### src/core_ctrl_pkg.sv
// Package of constants for the core implementation control bits
package core_ctrl_pkg;

  // ==========================================================================
  // Register access
  // Special register number that reaches the control register
  localparam logic [9:0]  SPR_CORE_IMPL_CTRL = 10'h3F0;
  localparam logic [31:0] CTRL_RESET_VALUE   = 32'h0000_0000;

  // ==========================================================================
  // Field positions, numbered from the MSB as bit 0, mapped to vector index
  localparam int REG_MSB           = 31;
  localparam int BIT_ADDR_PAR      = REG_MSB - 2;
  localparam int BIT_DATA_PAR      = REG_MSB - 3;
  localparam int BIT_CLKOUT_A      = REG_MSB - 4;
  localparam int BIT_LEGACY_CMP    = REG_MSB - 5;
  localparam int BIT_CLKOUT_B      = REG_MSB - 6;
  localparam int BIT_LEGACY_RETRY  = REG_MSB - 7;
  localparam int BIT_DOZE_EN       = REG_MSB - 8;
  localparam int BIT_NAP_EN        = REG_MSB - 9;
  localparam int BIT_SLEEP_EN      = REG_MSB - 10;
  localparam int BIT_AUTO_GATE     = REG_MSB - 11;

  // Only implemented bits are writable; all others read zero
  localparam logic [31:0] CTRL_WRITE_MASK = 32'h3AF0_0000;

  // ==========================================================================
  // Timing
  // Core clocks between peripheral grant and entry into nap or sleep
  localparam int ENTRY_CYCLES_DEFAULT = 4;

  // Clock output select value that hands the pin to the control bits
  localparam logic [1:0] CLKOUT_SEL_CTRL_BITS = 2'h0;

  // ==========================================================================
  // Power state machine
  typedef enum logic [2:0] {
    PM_RUN,
    PM_DOZE,
    PM_NAP_WAIT,
    PM_NAP_ENTER,
    PM_NAP,
    PM_SLEEP_WAIT,
    PM_SLEEP_ENTER,
    PM_SLEEP
  } pm_state_t;

endpackage

### src/core_impl_ctrl.sv
// Core implementation control bits: parity, clock output, power modes
`timescale 1ns/1ps
`default_nettype none

module core_impl_ctrl
  import core_ctrl_pkg::*;
#(
  parameter int UNIT_COUNT   = 4,
  parameter int ENTRY_CYCLES = ENTRY_CYCLES_DEFAULT
) (
  input  wire logic                  clk_i,
  input  wire logic                  rst_n_i,
  // Special register move port
  input  wire logic                  spr_wr_i,
  input  wire logic                  spr_rd_i,
  input  wire logic [9:0]            spr_num_i,
  input  wire logic [31:0]           spr_wdata_i,
  output logic      [31:0]           spr_rdata_o,
  // Parity checking
  input  wire logic                  machine_check_enable_i,
  input  wire logic                  addr_parity_err_i,
  input  wire logic                  data_parity_err_i,
  output logic                       machine_check_o,
  output logic                       checkstop_o,
  // Clock output configuration
  input  wire logic [1:0]            clkout_source_select_i,
  input  wire logic                  hard_reset_done_i,
  output logic                       clock_output_pin_en_o,
  output logic      [1:0]            clock_output_type_o,
  // Power saving
  input  wire logic                  power_save_request_i,
  input  wire logic                  snoop_done_i,
  input  wire logic                  peri_power_save_i,
  output logic                       nap_ready_o,
  output logic                       sleep_ready_o,
  output logic                       core_doze_o,
  output logic                       core_nap_o,
  output logic                       core_sleep_o,
  output logic                       core_activity_en_o,
  output logic                       snoop_en_o,
  output logic                       pll_run_o,
  output logic                       timebase_run_o,
  output logic                       quiesce_acknowledge_o,
  // Dynamic unit power management
  input  wire logic [UNIT_COUNT-1:0] unit_idle_i,
  output logic      [UNIT_COUNT-1:0] unit_low_power_o
);

  // ==========================================================================
  // Parameter checks, refused at elaboration rather than at run time
  if (UNIT_COUNT < 1) $error("UNIT_COUNT must be at least 1");
  if (ENTRY_CYCLES < 1) $error("ENTRY_CYCLES must be at least 1");
  localparam int CNT_W = (ENTRY_CYCLES > 1) ? $clog2(ENTRY_CYCLES + 1) : 1;
  localparam logic [CNT_W-1:0] ENTRY_LAST = CNT_W'(ENTRY_CYCLES - 1);

  // ==========================================================================
  // Control register
  logic [31:0] ctrl_reg;
  logic [31:0] ctrl_next;
  logic [31:0] spr_rdata_reg;
  logic        spr_hit;

  // Decode of the special register number, shared by read and write
  function automatic logic spr_match(input logic [9:0] num);
    spr_match = (num == SPR_CORE_IMPL_CTRL);
  endfunction

  assign spr_hit = spr_match(spr_num_i);

  // Reserved and out-of-block bits never store anything
  always_comb begin
    ctrl_next = ctrl_reg;
    if (spr_wr_i && spr_hit) begin
      ctrl_next = spr_wdata_i & CTRL_WRITE_MASK;
    end
  end

  always_ff @(posedge clk_i or negedge rst_n_i) begin
    if (!rst_n_i) begin
      ctrl_reg <= CTRL_RESET_VALUE;
    end else begin
      ctrl_reg <= ctrl_next;
    end
  end

  // Reads of other numbers return zero rather than stale data
  always_ff @(posedge clk_i or negedge rst_n_i) begin
    if (!rst_n_i) begin
      spr_rdata_reg <= 32'h0000_0000;
    end else if (spr_rd_i) begin
      spr_rdata_reg <= spr_hit ? ctrl_reg : 32'h0000_0000;
    end
  end

  assign spr_rdata_o = spr_rdata_reg;

  // ==========================================================================
  // Parity checking
  logic addr_par_en;
  logic data_par_en;
  logic parity_fault;
  logic machine_check_reg;
  logic checkstop_reg;

  assign addr_par_en  = ctrl_reg[BIT_ADDR_PAR];
  assign data_par_en  = ctrl_reg[BIT_DATA_PAR];
  assign parity_fault = (addr_parity_err_i && addr_par_en)
                     || (data_parity_err_i && data_par_en);

  // Checkstop holds until reset since the core stops dead
  always_ff @(posedge clk_i or negedge rst_n_i) begin
    if (!rst_n_i) begin
      machine_check_reg <= 1'b0;
      checkstop_reg     <= 1'b0;
    end else begin
      machine_check_reg <= parity_fault && machine_check_enable_i;
      if (parity_fault && !machine_check_enable_i) begin
        checkstop_reg <= 1'b1;
      end
    end
  end

  assign machine_check_o = machine_check_reg;
  assign checkstop_o     = checkstop_reg;

  // ==========================================================================
  // Clock output configuration
  logic       clkout_en_reg;
  logic [1:0] clkout_type_reg;
  logic [1:0] clkout_bits;

  assign clkout_bits = {ctrl_reg[BIT_CLKOUT_A], ctrl_reg[BIT_CLKOUT_B]};

  // Other select values leave the pin to the outside clock logic
  always_ff @(posedge clk_i or negedge rst_n_i) begin
    if (!rst_n_i) begin
      clkout_en_reg   <= 1'b0;
      clkout_type_reg <= 2'h0;
    end else if (clkout_source_select_i == CLKOUT_SEL_CTRL_BITS) begin
      clkout_en_reg   <= hard_reset_done_i && (clkout_bits != 2'h0);
      clkout_type_reg <= clkout_bits;
    end else begin
      clkout_en_reg   <= 1'b0;
      clkout_type_reg <= 2'h0;
    end
  end

  assign clock_output_pin_en_o = clkout_en_reg;
  assign clock_output_type_o   = clkout_type_reg;

  // ==========================================================================
  // Power state machine
  pm_state_t        pm_reg;
  pm_state_t        pm_next;
  logic             pow_prev_reg;
  logic             pow_rise;
  logic [CNT_W-1:0] entry_cnt_reg;

  // Entry needs the request to rise after the mode bit is set
  assign pow_rise = power_save_request_i && !pow_prev_reg;

  always_ff @(posedge clk_i or negedge rst_n_i) begin
    if (!rst_n_i) begin
      pow_prev_reg <= 1'b0;
    end else begin
      pow_prev_reg <= power_save_request_i;
    end
  end

  // Deepest enabled mode wins when several are set
  always_comb begin
    pm_next = pm_reg;
    case (pm_reg)
      PM_RUN: begin
        if (pow_rise && ctrl_reg[BIT_SLEEP_EN]) begin
          pm_next = PM_SLEEP_WAIT;
        end else if (pow_rise && ctrl_reg[BIT_NAP_EN]) begin
          pm_next = PM_NAP_WAIT;
        end else if (pow_rise && ctrl_reg[BIT_DOZE_EN]) begin
          pm_next = PM_DOZE;
        end
      end
      PM_NAP_WAIT: begin
        if (snoop_done_i) begin
          pm_next = PM_NAP_ENTER;
        end
      end
      PM_NAP_ENTER: begin
        if (entry_cnt_reg == ENTRY_LAST) begin
          pm_next = PM_NAP;
        end
      end
      PM_SLEEP_WAIT: begin
        if (snoop_done_i) begin
          pm_next = PM_SLEEP_ENTER;
        end
      end
      PM_SLEEP_ENTER: begin
        if (entry_cnt_reg == ENTRY_LAST) begin
          pm_next = PM_SLEEP;
        end
      end
      PM_DOZE, PM_NAP, PM_SLEEP: begin
        pm_next = pm_reg;
      end
      default: begin
        pm_next = PM_RUN;
      end
    endcase
    // Dropping the request wakes the core from any state
    if (!power_save_request_i) begin
      pm_next = PM_RUN;
    end
  end

  always_ff @(posedge clk_i or negedge rst_n_i) begin
    if (!rst_n_i) begin
      pm_reg <= PM_RUN;
    end else begin
      pm_reg <= pm_next;
    end
  end

  // Entry delay counts only inside the two entering states
  always_ff @(posedge clk_i or negedge rst_n_i) begin
    if (!rst_n_i) begin
      entry_cnt_reg <= '0;
    end else if (pm_reg == PM_NAP_ENTER || pm_reg == PM_SLEEP_ENTER) begin
      entry_cnt_reg <= entry_cnt_reg + CNT_W'(1);
    end else begin
      entry_cnt_reg <= '0;
    end
  end

  // Ready stays up until the peripheral grants entry
  assign nap_ready_o   = (pm_reg == PM_NAP_WAIT);
  assign sleep_ready_o = (pm_reg == PM_SLEEP_WAIT);
  assign core_doze_o   = (pm_reg == PM_DOZE);
  assign core_nap_o    = (pm_reg == PM_NAP);
  assign core_sleep_o  = (pm_reg == PM_SLEEP);

  // Doze keeps snooping; nap stops all but PLL and time base, sleep stops all but PLL
  assign core_activity_en_o = (pm_reg != PM_DOZE) && !core_nap_o && !core_sleep_o;
  assign snoop_en_o         = !core_nap_o && !core_sleep_o;
  // PLL stop in sleep is left to the outside logic, which bypasses it first
  assign pll_run_o          = 1'b1;
  assign timebase_run_o     = !core_sleep_o;

  // ==========================================================================
  // Quiesce acknowledge tracks the peripheral, not the core state
  logic quiesce_acknowledge_reg;

  always_ff @(posedge clk_i or negedge rst_n_i) begin
    if (!rst_n_i) begin
      quiesce_acknowledge_reg <= 1'b0;
    end else begin
      quiesce_acknowledge_reg <= peri_power_save_i;
    end
  end

  assign quiesce_acknowledge_o = quiesce_acknowledge_reg;

  // ==========================================================================
  // Dynamic power management; no stall, so software never sees it
  logic [UNIT_COUNT-1:0] unit_lp_reg;

  always_ff @(posedge clk_i or negedge rst_n_i) begin
    if (!rst_n_i) begin
      unit_lp_reg <= '0;
    end else begin
      unit_lp_reg <= unit_idle_i & {UNIT_COUNT{ctrl_reg[BIT_AUTO_GATE]}};
    end
  end

  assign unit_low_power_o = unit_lp_reg;
endmodule

`default_nettype wire

### config.mk
export PLATFORM = sky130hd
export DESIGN_NAME = core_impl_ctrl
export DESIGN_NICKNAME = d
export VERILOG_FILES = /design/src/core_ctrl_pkg.sv /design/src/core_impl_ctrl.sv
export SDC_FILE = /design/constraint.sdc
export NUM_CORES = 1
export LEC_CHECK = 0
export ABC_CLOCK_PERIOD_IN_PS = 2500
export BUFFER_PORTS_ARGS = -buffer_cell sky130_fd_sc_hd__buf_2
export CAP_MARGIN = 20
export CORE_MARGIN = 5
export CORE_UTILIZATION = 45
export CTS_BUF_LIST = sky130_fd_sc_hd__clkbuf_8
export DETAILED_ROUTE_END_ITERATION = 12
export HOLD_SLACK_MARGIN = 0.05
export PLACE_DENSITY = 0.85
export SLEW_MARGIN = 5
export SYNTH_ARGS = -nofsm -noshare
export SYNTH_HDL_FRONTEND = slang
export SYNTH_SLANG_ARGS = --single-unit
### constraint.sdc
create_clock -name clk_i -period 2.5 [get_ports clk_i]
set_input_delay 0.5 -clock clk_i [delete_from_list [all_inputs] [get_ports clk_i]]
set_output_delay 0.5 -clock clk_i [all_outputs]
set_load 0.01 [all_outputs]
==> results.sh, run 1 <==
export IMPL_status="complete, no violations"
export IMPL_start_kind="register"
export IMPL_numCtsBuffers=5
export IMPL_postRouteAntennaNets=0
export IMPL_place_congestion=0.741
export IMPL_io_buffers=60
export IMPL_p_sw_share_pct=24.6
export IMPL_intPower_mw=0.767
export IMPL_max_freq_mhz=514
export IMPL_power_switching_mw=0.251
export IMPL_relSlewSlack_pct=52.4
export IMPL_worst_setup_path_type="reg2out"
export IMPL_ys_types=34
export IMPL_register_area_um2=826
export IMPL_io_pins=110
export IMPL_chipHeight_um=71.0
export IMPL_syn_to_final_growth_pct=18.6
export IMPL_start_util_pct=46.0
export IMPL_postCtsHoldBufs=0
export IMPL_worst_pin_slew_ns=0.714
export IMPL_synth_xor_area_share_pct=1.05
export IMPL_cts_resized=0
export IMPL_dr_pass1_iters=4
export IMPL_worstPathMaxFanout=16
export IMPL_grt_pass1_vias=1188
export IMPL_fillers=366
export IMPL_min_path_type="in2async"
export IMPL_dp_hpwl_mm=2.55
export IMPL_power_total_mw=1.02
export IMPL_die_area_um2=5040
export IMPL_tns_ns=0
export IMPL_setup_violations=0
export IMPL_combPwrFrac_pct=8.4
export IMPL_synth_compound_area_share_pct=8.45
export IMPL_fin_crit_sh_pct=77.7
export IMPL_yosysSeqAreaShare_pct=49.4
export IMPL_grt_ovfl_total=0
export IMPL_cap_violations=0
export IMPL_drt_iter0_markers=80
export IMPL_grt_max_degree=34
export IMPL_clock_path_buffers=2
export IMPL_cts_setup_buffers=0
export IMPL_syn_inst=156
export IMPL_cts_tree="done"
export IMPL_antenna_found_initial=0
export IMPL_grt_pass1_wl_mm=5.23
export IMPL_synthTopCellsByArea="dfrtp_1 (49%), buf_4 (11%), mux2_4 (7.2%)"
export IMPL_required_ns=2.00
export IMPL_rows=22
export IMPL_final_nets=275
export IMPL_rsz0062_at_grt="false"
export IMPL_root_buffer="clkbuf_8"
export IMPL_clock_power_share_pct=37.7
export IMPL_synth_top_family_by_area="simple AND/OR/NAND/NOR gates"
export IMPL_period_needed_ns=1.94
export IMPL_utilization_pct=54.6
export IMPL_yosysTopAreaCellShare_pct=49.4
export IMPL_ir_drop_mv=0.320
export IMPL_dieWidth_um=71.0
export IMPL_yosysWarnings=0
export IMPL_htree_levels=2
export IMPL_power_leakage_nw=1.07
export IMPL_synth_seq_cells=33
export IMPL_mostFrequentLayoutCells="buf_2 (60), dfrtp_1 (33), conb_1 (25), nand2_1 (14), inv_1 (11)"
export IMPL_wirelength_mm=3.29
export IMPL_yosysTopAreaCell="dfrtp_1"
export IMPL_wl_per_cell_um=12.5
export IMPL_skew_ns=0.00164
export IMPL_synthMuxAreaShare_pct=7.78
export IMPL_vias=1209
export IMPL_insertion_delay_ns=0.28
export IMPL_synth_simple_gate_area_share_pct=15.7
export IMPL_grt_usage_pct=13.6
export IMPL_finalMaxSlewViolations=0
export IMPL_sequentialPowerShare_pct=53.9
export IMPL_hold_viol=0
export IMPL_core_um2=3630
export IMPL_multi_input_area_um2=671
export IMPL_clk_pin_slew_ns=0.07
export IMPL_drc=0
export IMPL_avgSynthCellArea_um2=10.7
export IMPL_vias_per_cell=4.60
export IMPL_synthesis_area_um2=1670
export IMPL_layout_commonest_cell="buf_2"
export IMPL_cp_arrival_ns=1.44
export IMPL_cp_end_kind="output pin"
export IMPL_powerDensity_nw_per_um2=513
export IMPL_layout_drive_gt1_share_pct=36.3
export IMPL_synth_adder_area_share_pct=1.50
export IMPL_diodes=0
export IMPL_clock_sinks=33
worst paths after layout:
kind	depth (start not counted)	slack, ns	startpoint	to
setup / recovery	3	0.56	pm_reg[0]	core_activity_en_o
max in group asynchronous	1	1.78	rst_n_i	machine_check_o
setup reg to reg	4	0.80	pm_reg[1]	pm_reg[1]
hold / removal	1	0.27	rst_n_i	quiesce_acknowledge_o
hold reg to reg	1	0.44	entry_cnt_reg[0]	entry_cnt_reg[0]
min in group clk_i	1	0.32	peri_power_save_i	quiesce_acknowledge_o
synthesized netlist by cell type (all sizes together):
cell type  count
and3           2
clkbuf         6
o21bai         1
xnor2          1
nor3b          5
mux2           8
nand4          1
mux2i          1
o21ai          3
nand2b         3
o21a           2
conb           2
xor2           1
nand4b         1
nor4b          1
and2           4
inv           11
nor4           1
buf           26
a21boi         2
or4            1
ha             2
a22oi          2
o31ai          1
nor2           6
dfrtp         33
a21oi          2
o22ai          9
or2            1
and4           1
nor3           1
nand2         14
nor2b          1
critical path, cell delays in order, from the launching register on:
cell	delay [ns]
dfrtp_1	0.64
nor3b_1	0.30
a21oi_1	0.07
buf_2	0.15
final cells by class:
| type | count | area share (%) |
|---|---|---|
| multi-input cells | 103 | 33.8 |
| well taps | 48 | 3.03 |
| clock inverters | 3 | 0.883 |
| flip-flops and latches | 33 | 41.6 |
| repair buffers | 60 | 15.1 |
| clock buffers | 5 | 3.47 |
| inverters | 11 | 2.08 |
power by group through the flow:
stage / registers (mW) / clock network (mW) / logic (mW)
CTS: 0.548 / 0.401 / 0.0862
global route: 0.549 / 0.426 / 0.0962
finish: 0.548 / 0.384 / 0.0855
detailed placement: 0.558 / 0 / 0.0863
floorplan: 0.558 / 0 / 0.0667
global placement: 0.558 / 0 / 0.0841
per-stage QoR:
step                instances  worst slack [ns]  area [um2]  hold WS (ns)
floorplan                 179             0.642        1760         0.204
global placement          255             0.401        1900         0.425
detailed placement        255             0.377        1900         0.436
CTS                       263             0.551        1980         0.277
global route              263             0.405        1980         0.299
finish                    263             0.556        1980         0.266
routing by layer:
metal	vias up	share of wire [%]	GRT usage (%)	routed length, um
li1	581	-	-	-
met1	568	38	15.6	1260
met2	53	48	20.5	1590
met3	7	11	6.82	376
met4	0	2.1	7.31	70
met5	-	0	0	0
logic make-up (layout without fill, tap and decap cells):
logic type / after synthesis / in the layout
adder cells (fa/ha/maj): 2 / 2
buffers and inverters: 43 / 79
multiplexers: 9 / 9
AND/OR/NAND/NOR: 43 / 43
AO/OA/AOI/OAI: 22 / 22
XOR/XNOR: 2 / 2
other: 2 / 25
flip-flops: 33 / 33
(Power assumes the default switching activity.)
==> inputs of run 2 (changes only) <==
--- a/config.mk
+++ b/config.mk
@@ -5,15 +5,15 @@
 export SDC_FILE = /design/constraint.sdc
 export NUM_CORES = 1
 export LEC_CHECK = 0
-export ABC_CLOCK_PERIOD_IN_PS = 2500
+export ABC_CLOCK_PERIOD_IN_PS = 1900
 export BUFFER_PORTS_ARGS = -buffer_cell sky130_fd_sc_hd__buf_2
 export CAP_MARGIN = 20
 export CORE_MARGIN = 5
-export CORE_UTILIZATION = 45
+export CORE_UTILIZATION = 43
 export CTS_BUF_LIST = sky130_fd_sc_hd__clkbuf_8
 export DETAILED_ROUTE_END_ITERATION = 12
 export HOLD_SLACK_MARGIN = 0.05
-export PLACE_DENSITY = 0.85
+export PLACE_DENSITY = 0.82
 export SLEW_MARGIN = 5
 export SYNTH_ARGS = -nofsm -noshare
 export SYNTH_HDL_FRONTEND = slang
==> constraint.sdc (replaced) <==
create_clock -name clk_i -period 1.9 [get_ports clk_i]
set_input_delay 0.38 -clock clk_i [delete_from_list [all_inputs] [get_ports clk_i]]
set_output_delay 0.38 -clock clk_i [all_outputs]
set_load 0.01 [all_outputs]
==> results.sh, run 2 (synthesized netlist as in run 1, its figures left out) <==
export IMPL_dieWidth_um=72.4
export IMPL_drt_iter0_markers=47
export IMPL_max_stage_delay_ns=0.36
export IMPL_clock_sinks=33
export IMPL_period_needed_ns=1.69
export IMPL_crit_buf_inv=2
export IMPL_crit_path_cell_trace="buf_4, nor3b_1, a21oi_1, buf_2"
export IMPL_top_layer_used="met4"
export IMPL_p_sw_share_pct=21.1
export IMPL_worst_pin_slew_ns=0.703
export IMPL_min_path_type="in2async"
export IMPL_cp_top_family="flip-flops"
export IMPL_cts_setup_buffers=0
export IMPL_status="complete, no violations"
export IMPL_required_ns=1.52
export IMPL_power_leakage_nw=1.11
export IMPL_clock_path_buffers=2
export IMPL_mostFrequentLayoutCells="buf_2 (60), dfrtp_1 (33), conb_1 (25), nand2_1 (14), inv_1 (12)"
export IMPL_cts_tree="done"
export IMPL_numCtsBuffers=5
export IMPL_met2WireLength_mm=1.59
export IMPL_max_freq_mhz=592
export IMPL_cp_arrival_ns=1.31
export IMPL_drc=0
export IMPL_syn_to_final_growth_pct=22.2
export IMPL_register_area_um2=826
export IMPL_powerDensity_nw_per_um2=731
export IMPL_core_um2=3720
export IMPL_root_buffer="clkbuf_8"
export IMPL_fin_crit_sh_pct=88.9
export IMPL_insertion_delay_ns=0.28
export IMPL_grt_pass1_wl_mm=4.97
export IMPL_chipHeight_um=72.4
export IMPL_tns_ns=0
export IMPL_power_switching_mw=0.315
export IMPL_hold_viol=0
export IMPL_layout_commonest_cell="buf_2"
export IMPL_cp_end_kind="output pin"
export IMPL_wl_per_cell_um=11.9
export IMPL_wl_met1_mm=1.21
export IMPL_multi_input_area_um2=671
export IMPL_cts_resized=0
export IMPL_fin_ws_ns=0.211
export IMPL_layout_drive_gt1_share_pct=37.0
export IMPL_combPwrFrac_pct=7.8
export IMPL_setup_violations=0
export IMPL_relSlewSlack_pct=53.1
export IMPL_postRouteAntennaNets=0
export IMPL_start_kind="register"
export IMPL_die_area_um2=5240
export IMPL_vias=1230
export IMPL_io_pins=110
export IMPL_antenna_found_initial=0
export IMPL_place_congestion=0.790
export IMPL_fillers=341
export IMPL_postCtsHoldBufs=0
export IMPL_rsz0062_at_grt="false"
export IMPL_diodes=0
export IMPL_vias_per_cell=4.61
export IMPL_dpl_worst_slack_ns=0.0249
export IMPL_wirelength_mm=3.17
export IMPL_htree_levels=2
export IMPL_worst_setup_path_type="reg2out"
export IMPL_ir_drop_mv=0.421
export IMPL_cap_violations=0
export IMPL_io_buffers=60
export IMPL_dp_hpwl_mm=2.44
export IMPL_grt_usage_pct=12.3
export IMPL_rows=22
export IMPL_grt_max_degree=34
export IMPL_dr_pass1_iters=4
export IMPL_slowest_stage="dfrtp_1"
export IMPL_clk_pin_slew_ns=0.06
export IMPL_final_nets=279
export IMPL_grt_pass1_vias=1212
export IMPL_sequentialPowerShare_pct=48.1
export IMPL_start_util_pct=45.0
export IMPL_intPower_mw=1.18
export IMPL_finalMaxSlewViolations=0
export IMPL_wl_met3_um=280
export IMPL_grt_ovfl_total=0
export IMPL_worstPathMaxFanout=15
export IMPL_skew_ns=0.00391
export IMPL_clock_power_share_pct=44.1
## run 2: cell count changes in the layout (fill, tap and decap cells not counted)
cell,change
buf_4,+4
clkinv_2,-2
bufinv_16,+1
clkbuf_8,+1
clkinvlp_4,-1
inv_1,+1
## run 2: layout make-up
cell class | count | share of cell area (%)
repair buffers | 64 | 16.2
clock inverters | 2 | 1.65
well taps | 48 | 2.94
inverters | 11 | 2.02
flip-flops and latches | 33 | 40.4
multi-input cells | 103 | 32.8
clock buffers | 6 | 4.04
## run 2: path summary, 6_finish.rpt
kind / startpoint / end / slack (ns) / cells past startpoint
hold reg to reg: entry_cnt_reg[0] / entry_cnt_reg[0] / 0.44 / 1
setup / recovery: pm_reg[0] / core_activity_en_o / 0.21 / 4
hold / removal: rst_n_i / unit_low_power_o[0] / 0.15 / 1
max in group asynchronous: rst_n_i / ctrl_reg[28] / 1.30 / 1
setup reg to reg: pm_reg[2] / pm_reg[1] / 0.37 / 4
min in group clk_i: peri_power_save_i / quiesce_acknowledge_o / 0.21 / 1
## run 2: per-layer routing
metal	GRT usage, %	vias up
met1	13.0	572
met4	6.76	0
met5	0	-
met3	3.74	9
met2	21.6	53
li1	-	596
## run 2: power by group through the flow
stage | combinational, mW | sequential, mW | clock (mW)
2_1_floorplan | 0.0877 | 0.734 | 0
3_5_place_dp | 0.118 | 0.731 | 0
4_1_cts | 0.117 | 0.719 | 0.678
5_1_grt | 0.130 | 0.720 | 0.712
6_report | 0.116 | 0.719 | 0.660
3_3_place_gp | 0.115 | 0.732 | 0
## run 2: metrics by stage
step,cell area [um2],util [%],hold slack [ns],cells,total power [mW]
final,2040,55.0,0.146,267,1.49
after global routing,2040,55.0,0.195,267,1.56
after CTS,2040,55.0,0.166,267,1.51
after detailed placement,1930,51.9,0.434,259,0.849
after global placement,1930,51.9,0.420,259,0.846
after floorplan,1760,-,0.0844,179,0.822
==> inputs of run 3 (changes only) <==
--- a/config.mk
+++ b/config.mk
@@ -5,7 +5,7 @@
 export SDC_FILE = /design/constraint.sdc
 export NUM_CORES = 1
 export LEC_CHECK = 0
-export ABC_CLOCK_PERIOD_IN_PS = 1900
+export ABC_CLOCK_PERIOD_IN_PS = 1700
 export BUFFER_PORTS_ARGS = -buffer_cell sky130_fd_sc_hd__buf_2
 export CAP_MARGIN = 20
 export CORE_MARGIN = 5
==> constraint.sdc (replaced) <==
create_clock -name clk_i -period 1.7 [get_ports clk_i]
set_input_delay 0.34 -clock clk_i [delete_from_list [all_inputs] [get_ports clk_i]]
set_output_delay 0.34 -clock clk_i [all_outputs]
set_load 0.01 [all_outputs]
==> results.sh, run 3 (synthesized netlist as in run 1, its figures left out) <==
export IMPL_ir_drop_mv=0.627
export IMPL_clk_pin_slew_ns=0.06
export IMPL_dr_pass1_iters=4
export IMPL_insertion_delay_ns=0.27
export IMPL_top_layer_used="met4"
export IMPL_skew_ns=0.00262
export IMPL_r2r_start="pm_reg[2]"
export IMPL_powerDensity_nw_per_um2=737
export IMPL_status="complete, no violations"
export IMPL_grt_usage_pct=12.3
export IMPL_chipHeight_um=72.4
export IMPL_layout_commonest_cell="buf_2"
export IMPL_clock_sinks=33
export IMPL_drt_iter0_markers=38
export IMPL_wirelength_mm=3.24
export IMPL_met2WireLength_mm=1.63
export IMPL_crit_path_start="pm_reg[0]"
export IMPL_final_nets=282
export IMPL_dieWidth_um=72.4
export IMPL_cts_resized=0
export IMPL_rsz0062_at_grt="false"
export IMPL_reg2reg_depth=4
export IMPL_grt_pass1_wl_mm=5.03
export IMPL_clock_path_buffers=2
export IMPL_period_needed_ns=1.62
export IMPL_root_buffer="clkbuf_8"
export IMPL_finalNonFillerCells=269
export IMPL_register_area_um2=826
export IMPL_fin_crit_sh_pct=95.5
export IMPL_mostFrequentLayoutCells="buf_2 (60), dfrtp_1 (33), conb_1 (25), nand2_1 (14), inv_1 (12)"
export IMPL_dp_hpwl_mm=2.56
export IMPL_postCtsHoldBufs=0
export IMPL_tns_ns=0
export IMPL_rows=22
export IMPL_core_um2=3720
export IMPL_combPwrFrac_pct=8.8
export IMPL_p_sw_share_pct=22.5
export IMPL_grt_ovfl_total=0
export IMPL_vias=1206
export IMPL_power_switching_mw=0.338
export IMPL_cts_setup_buffers=0
export IMPL_cap_violations=0
export IMPL_io_pins=110
export IMPL_sequentialPowerShare_pct=53.6
export IMPL_vias_per_cell=4.48
export IMPL_grt_pass1_vias=1169
export IMPL_place_congestion=0.789
export IMPL_clock_power_share_pct=37.7
export IMPL_reg2reg_slack_ns=0.19
export IMPL_max_freq_mhz=616
export IMPL_wl_met1_mm=1.22
export IMPL_htree_levels=2
export IMPL_intPower_mw=1.16
export IMPL_dpl_worst_slack_ns=-0.0292
export IMPL_finalInstanceArea_um2=2040
export IMPL_cp_arrival_ns=1.28
export IMPL_worstPathMaxFanout=15
export IMPL_die_area_um2=5240
export IMPL_start_util_pct=45.0
export IMPL_cts_tree="done"
export IMPL_required_ns=1.36
export IMPL_drc=0
export IMPL_hold_viol=0
export IMPL_worst_setup_path_type="reg2out"
export IMPL_power_leakage_nw=1.11
export IMPL_io_buffers=60
export IMPL_layout_drive_gt1_share_pct=37.6
export IMPL_min_path_type="in2async"
export IMPL_finalMaxSlewViolations=0
export IMPL_fillers=346
export IMPL_wl_per_cell_um=12.0
export IMPL_cp_end_kind="output pin"
export IMPL_postRouteAntennaNets=0
export IMPL_place_area_um2=1950
export IMPL_setup_violations=0
export IMPL_dpl_cell_count=262
export IMPL_fin_ws_ns=0.0773
export IMPL_multi_input_area_um2=671
export IMPL_syn_to_final_growth_pct=21.8
export IMPL_wl_met3_um=333
export IMPL_grt_max_degree=34
export IMPL_numCtsBuffers=5
export IMPL_start_kind="register"
export IMPL_antenna_found_initial=0
export IMPL_diodes=0
## run 3: cell types whose count changed in the layout (fill, tap and decap cells not counted)
cell | before | now
buf_4 | 4 | 7
bufinv_16 | 1 | 0
## run 3: critical path, cell delays in order, from the launching register on
cell and delay (ns):
dfrtp_1 0.35, buf_4 0.21, nor3b_1 0.25, a21oi_1 0.06, buf_2 0.14
## run 3: routing by layer
metal	vias to the layer above	global-route usage, %
li1	597	-
met1	549	14.0
met2	54	20.8
met3	6	4.71
met4	0	4.92
met5	-	0
## run 3: through the flow
step                hold WS [ns]  util (%)  total power [mW]
floorplan                 0.0444         -             0.919
global placement           0.382      52.5             0.947
detailed placement         0.385      52.5             0.951
CTS                       0.0897      54.8              1.52
global route               0.107      54.8              1.57
finish                    0.0775      54.8              1.50
## run 3: cell type report
| type | count | share of cell area (%) |
|---|---|---|
| Timing Repair Buffer | 67 | 17.3 |
| Clock inverter | 1 | 0.184 |
| Multi-Input combinational cell | 103 | 32.9 |
| Inverter | 11 | 2.03 |
| Clock buffer | 6 | 4.05 |
| Tap cell | 48 | 2.95 |
| Sequential cell | 33 | 40.5 |
## run 3: worst paths after layout
check	end
min in group clk_i	quiesce_acknowledge_o
max	core_activity_en_o
min	unit_low_power_o[3]
min reg2reg	entry_cnt_reg[0]
max in group asynchronous	quiesce_acknowledge_o
max reg2reg	pm_reg[1]
## run 3: power by group through the flow
stage / sequential, mW / combinational [mW] / clock [mW]
global route: 0.805 / 0.148 / 0.618
floorplan: 0.821 / 0.0980 / 0
finish: 0.804 / 0.132 / 0.566
CTS: 0.804 / 0.133 / 0.581
detailed placement: 0.818 / 0.133 / 0
global placement: 0.818 / 0.129 / 0
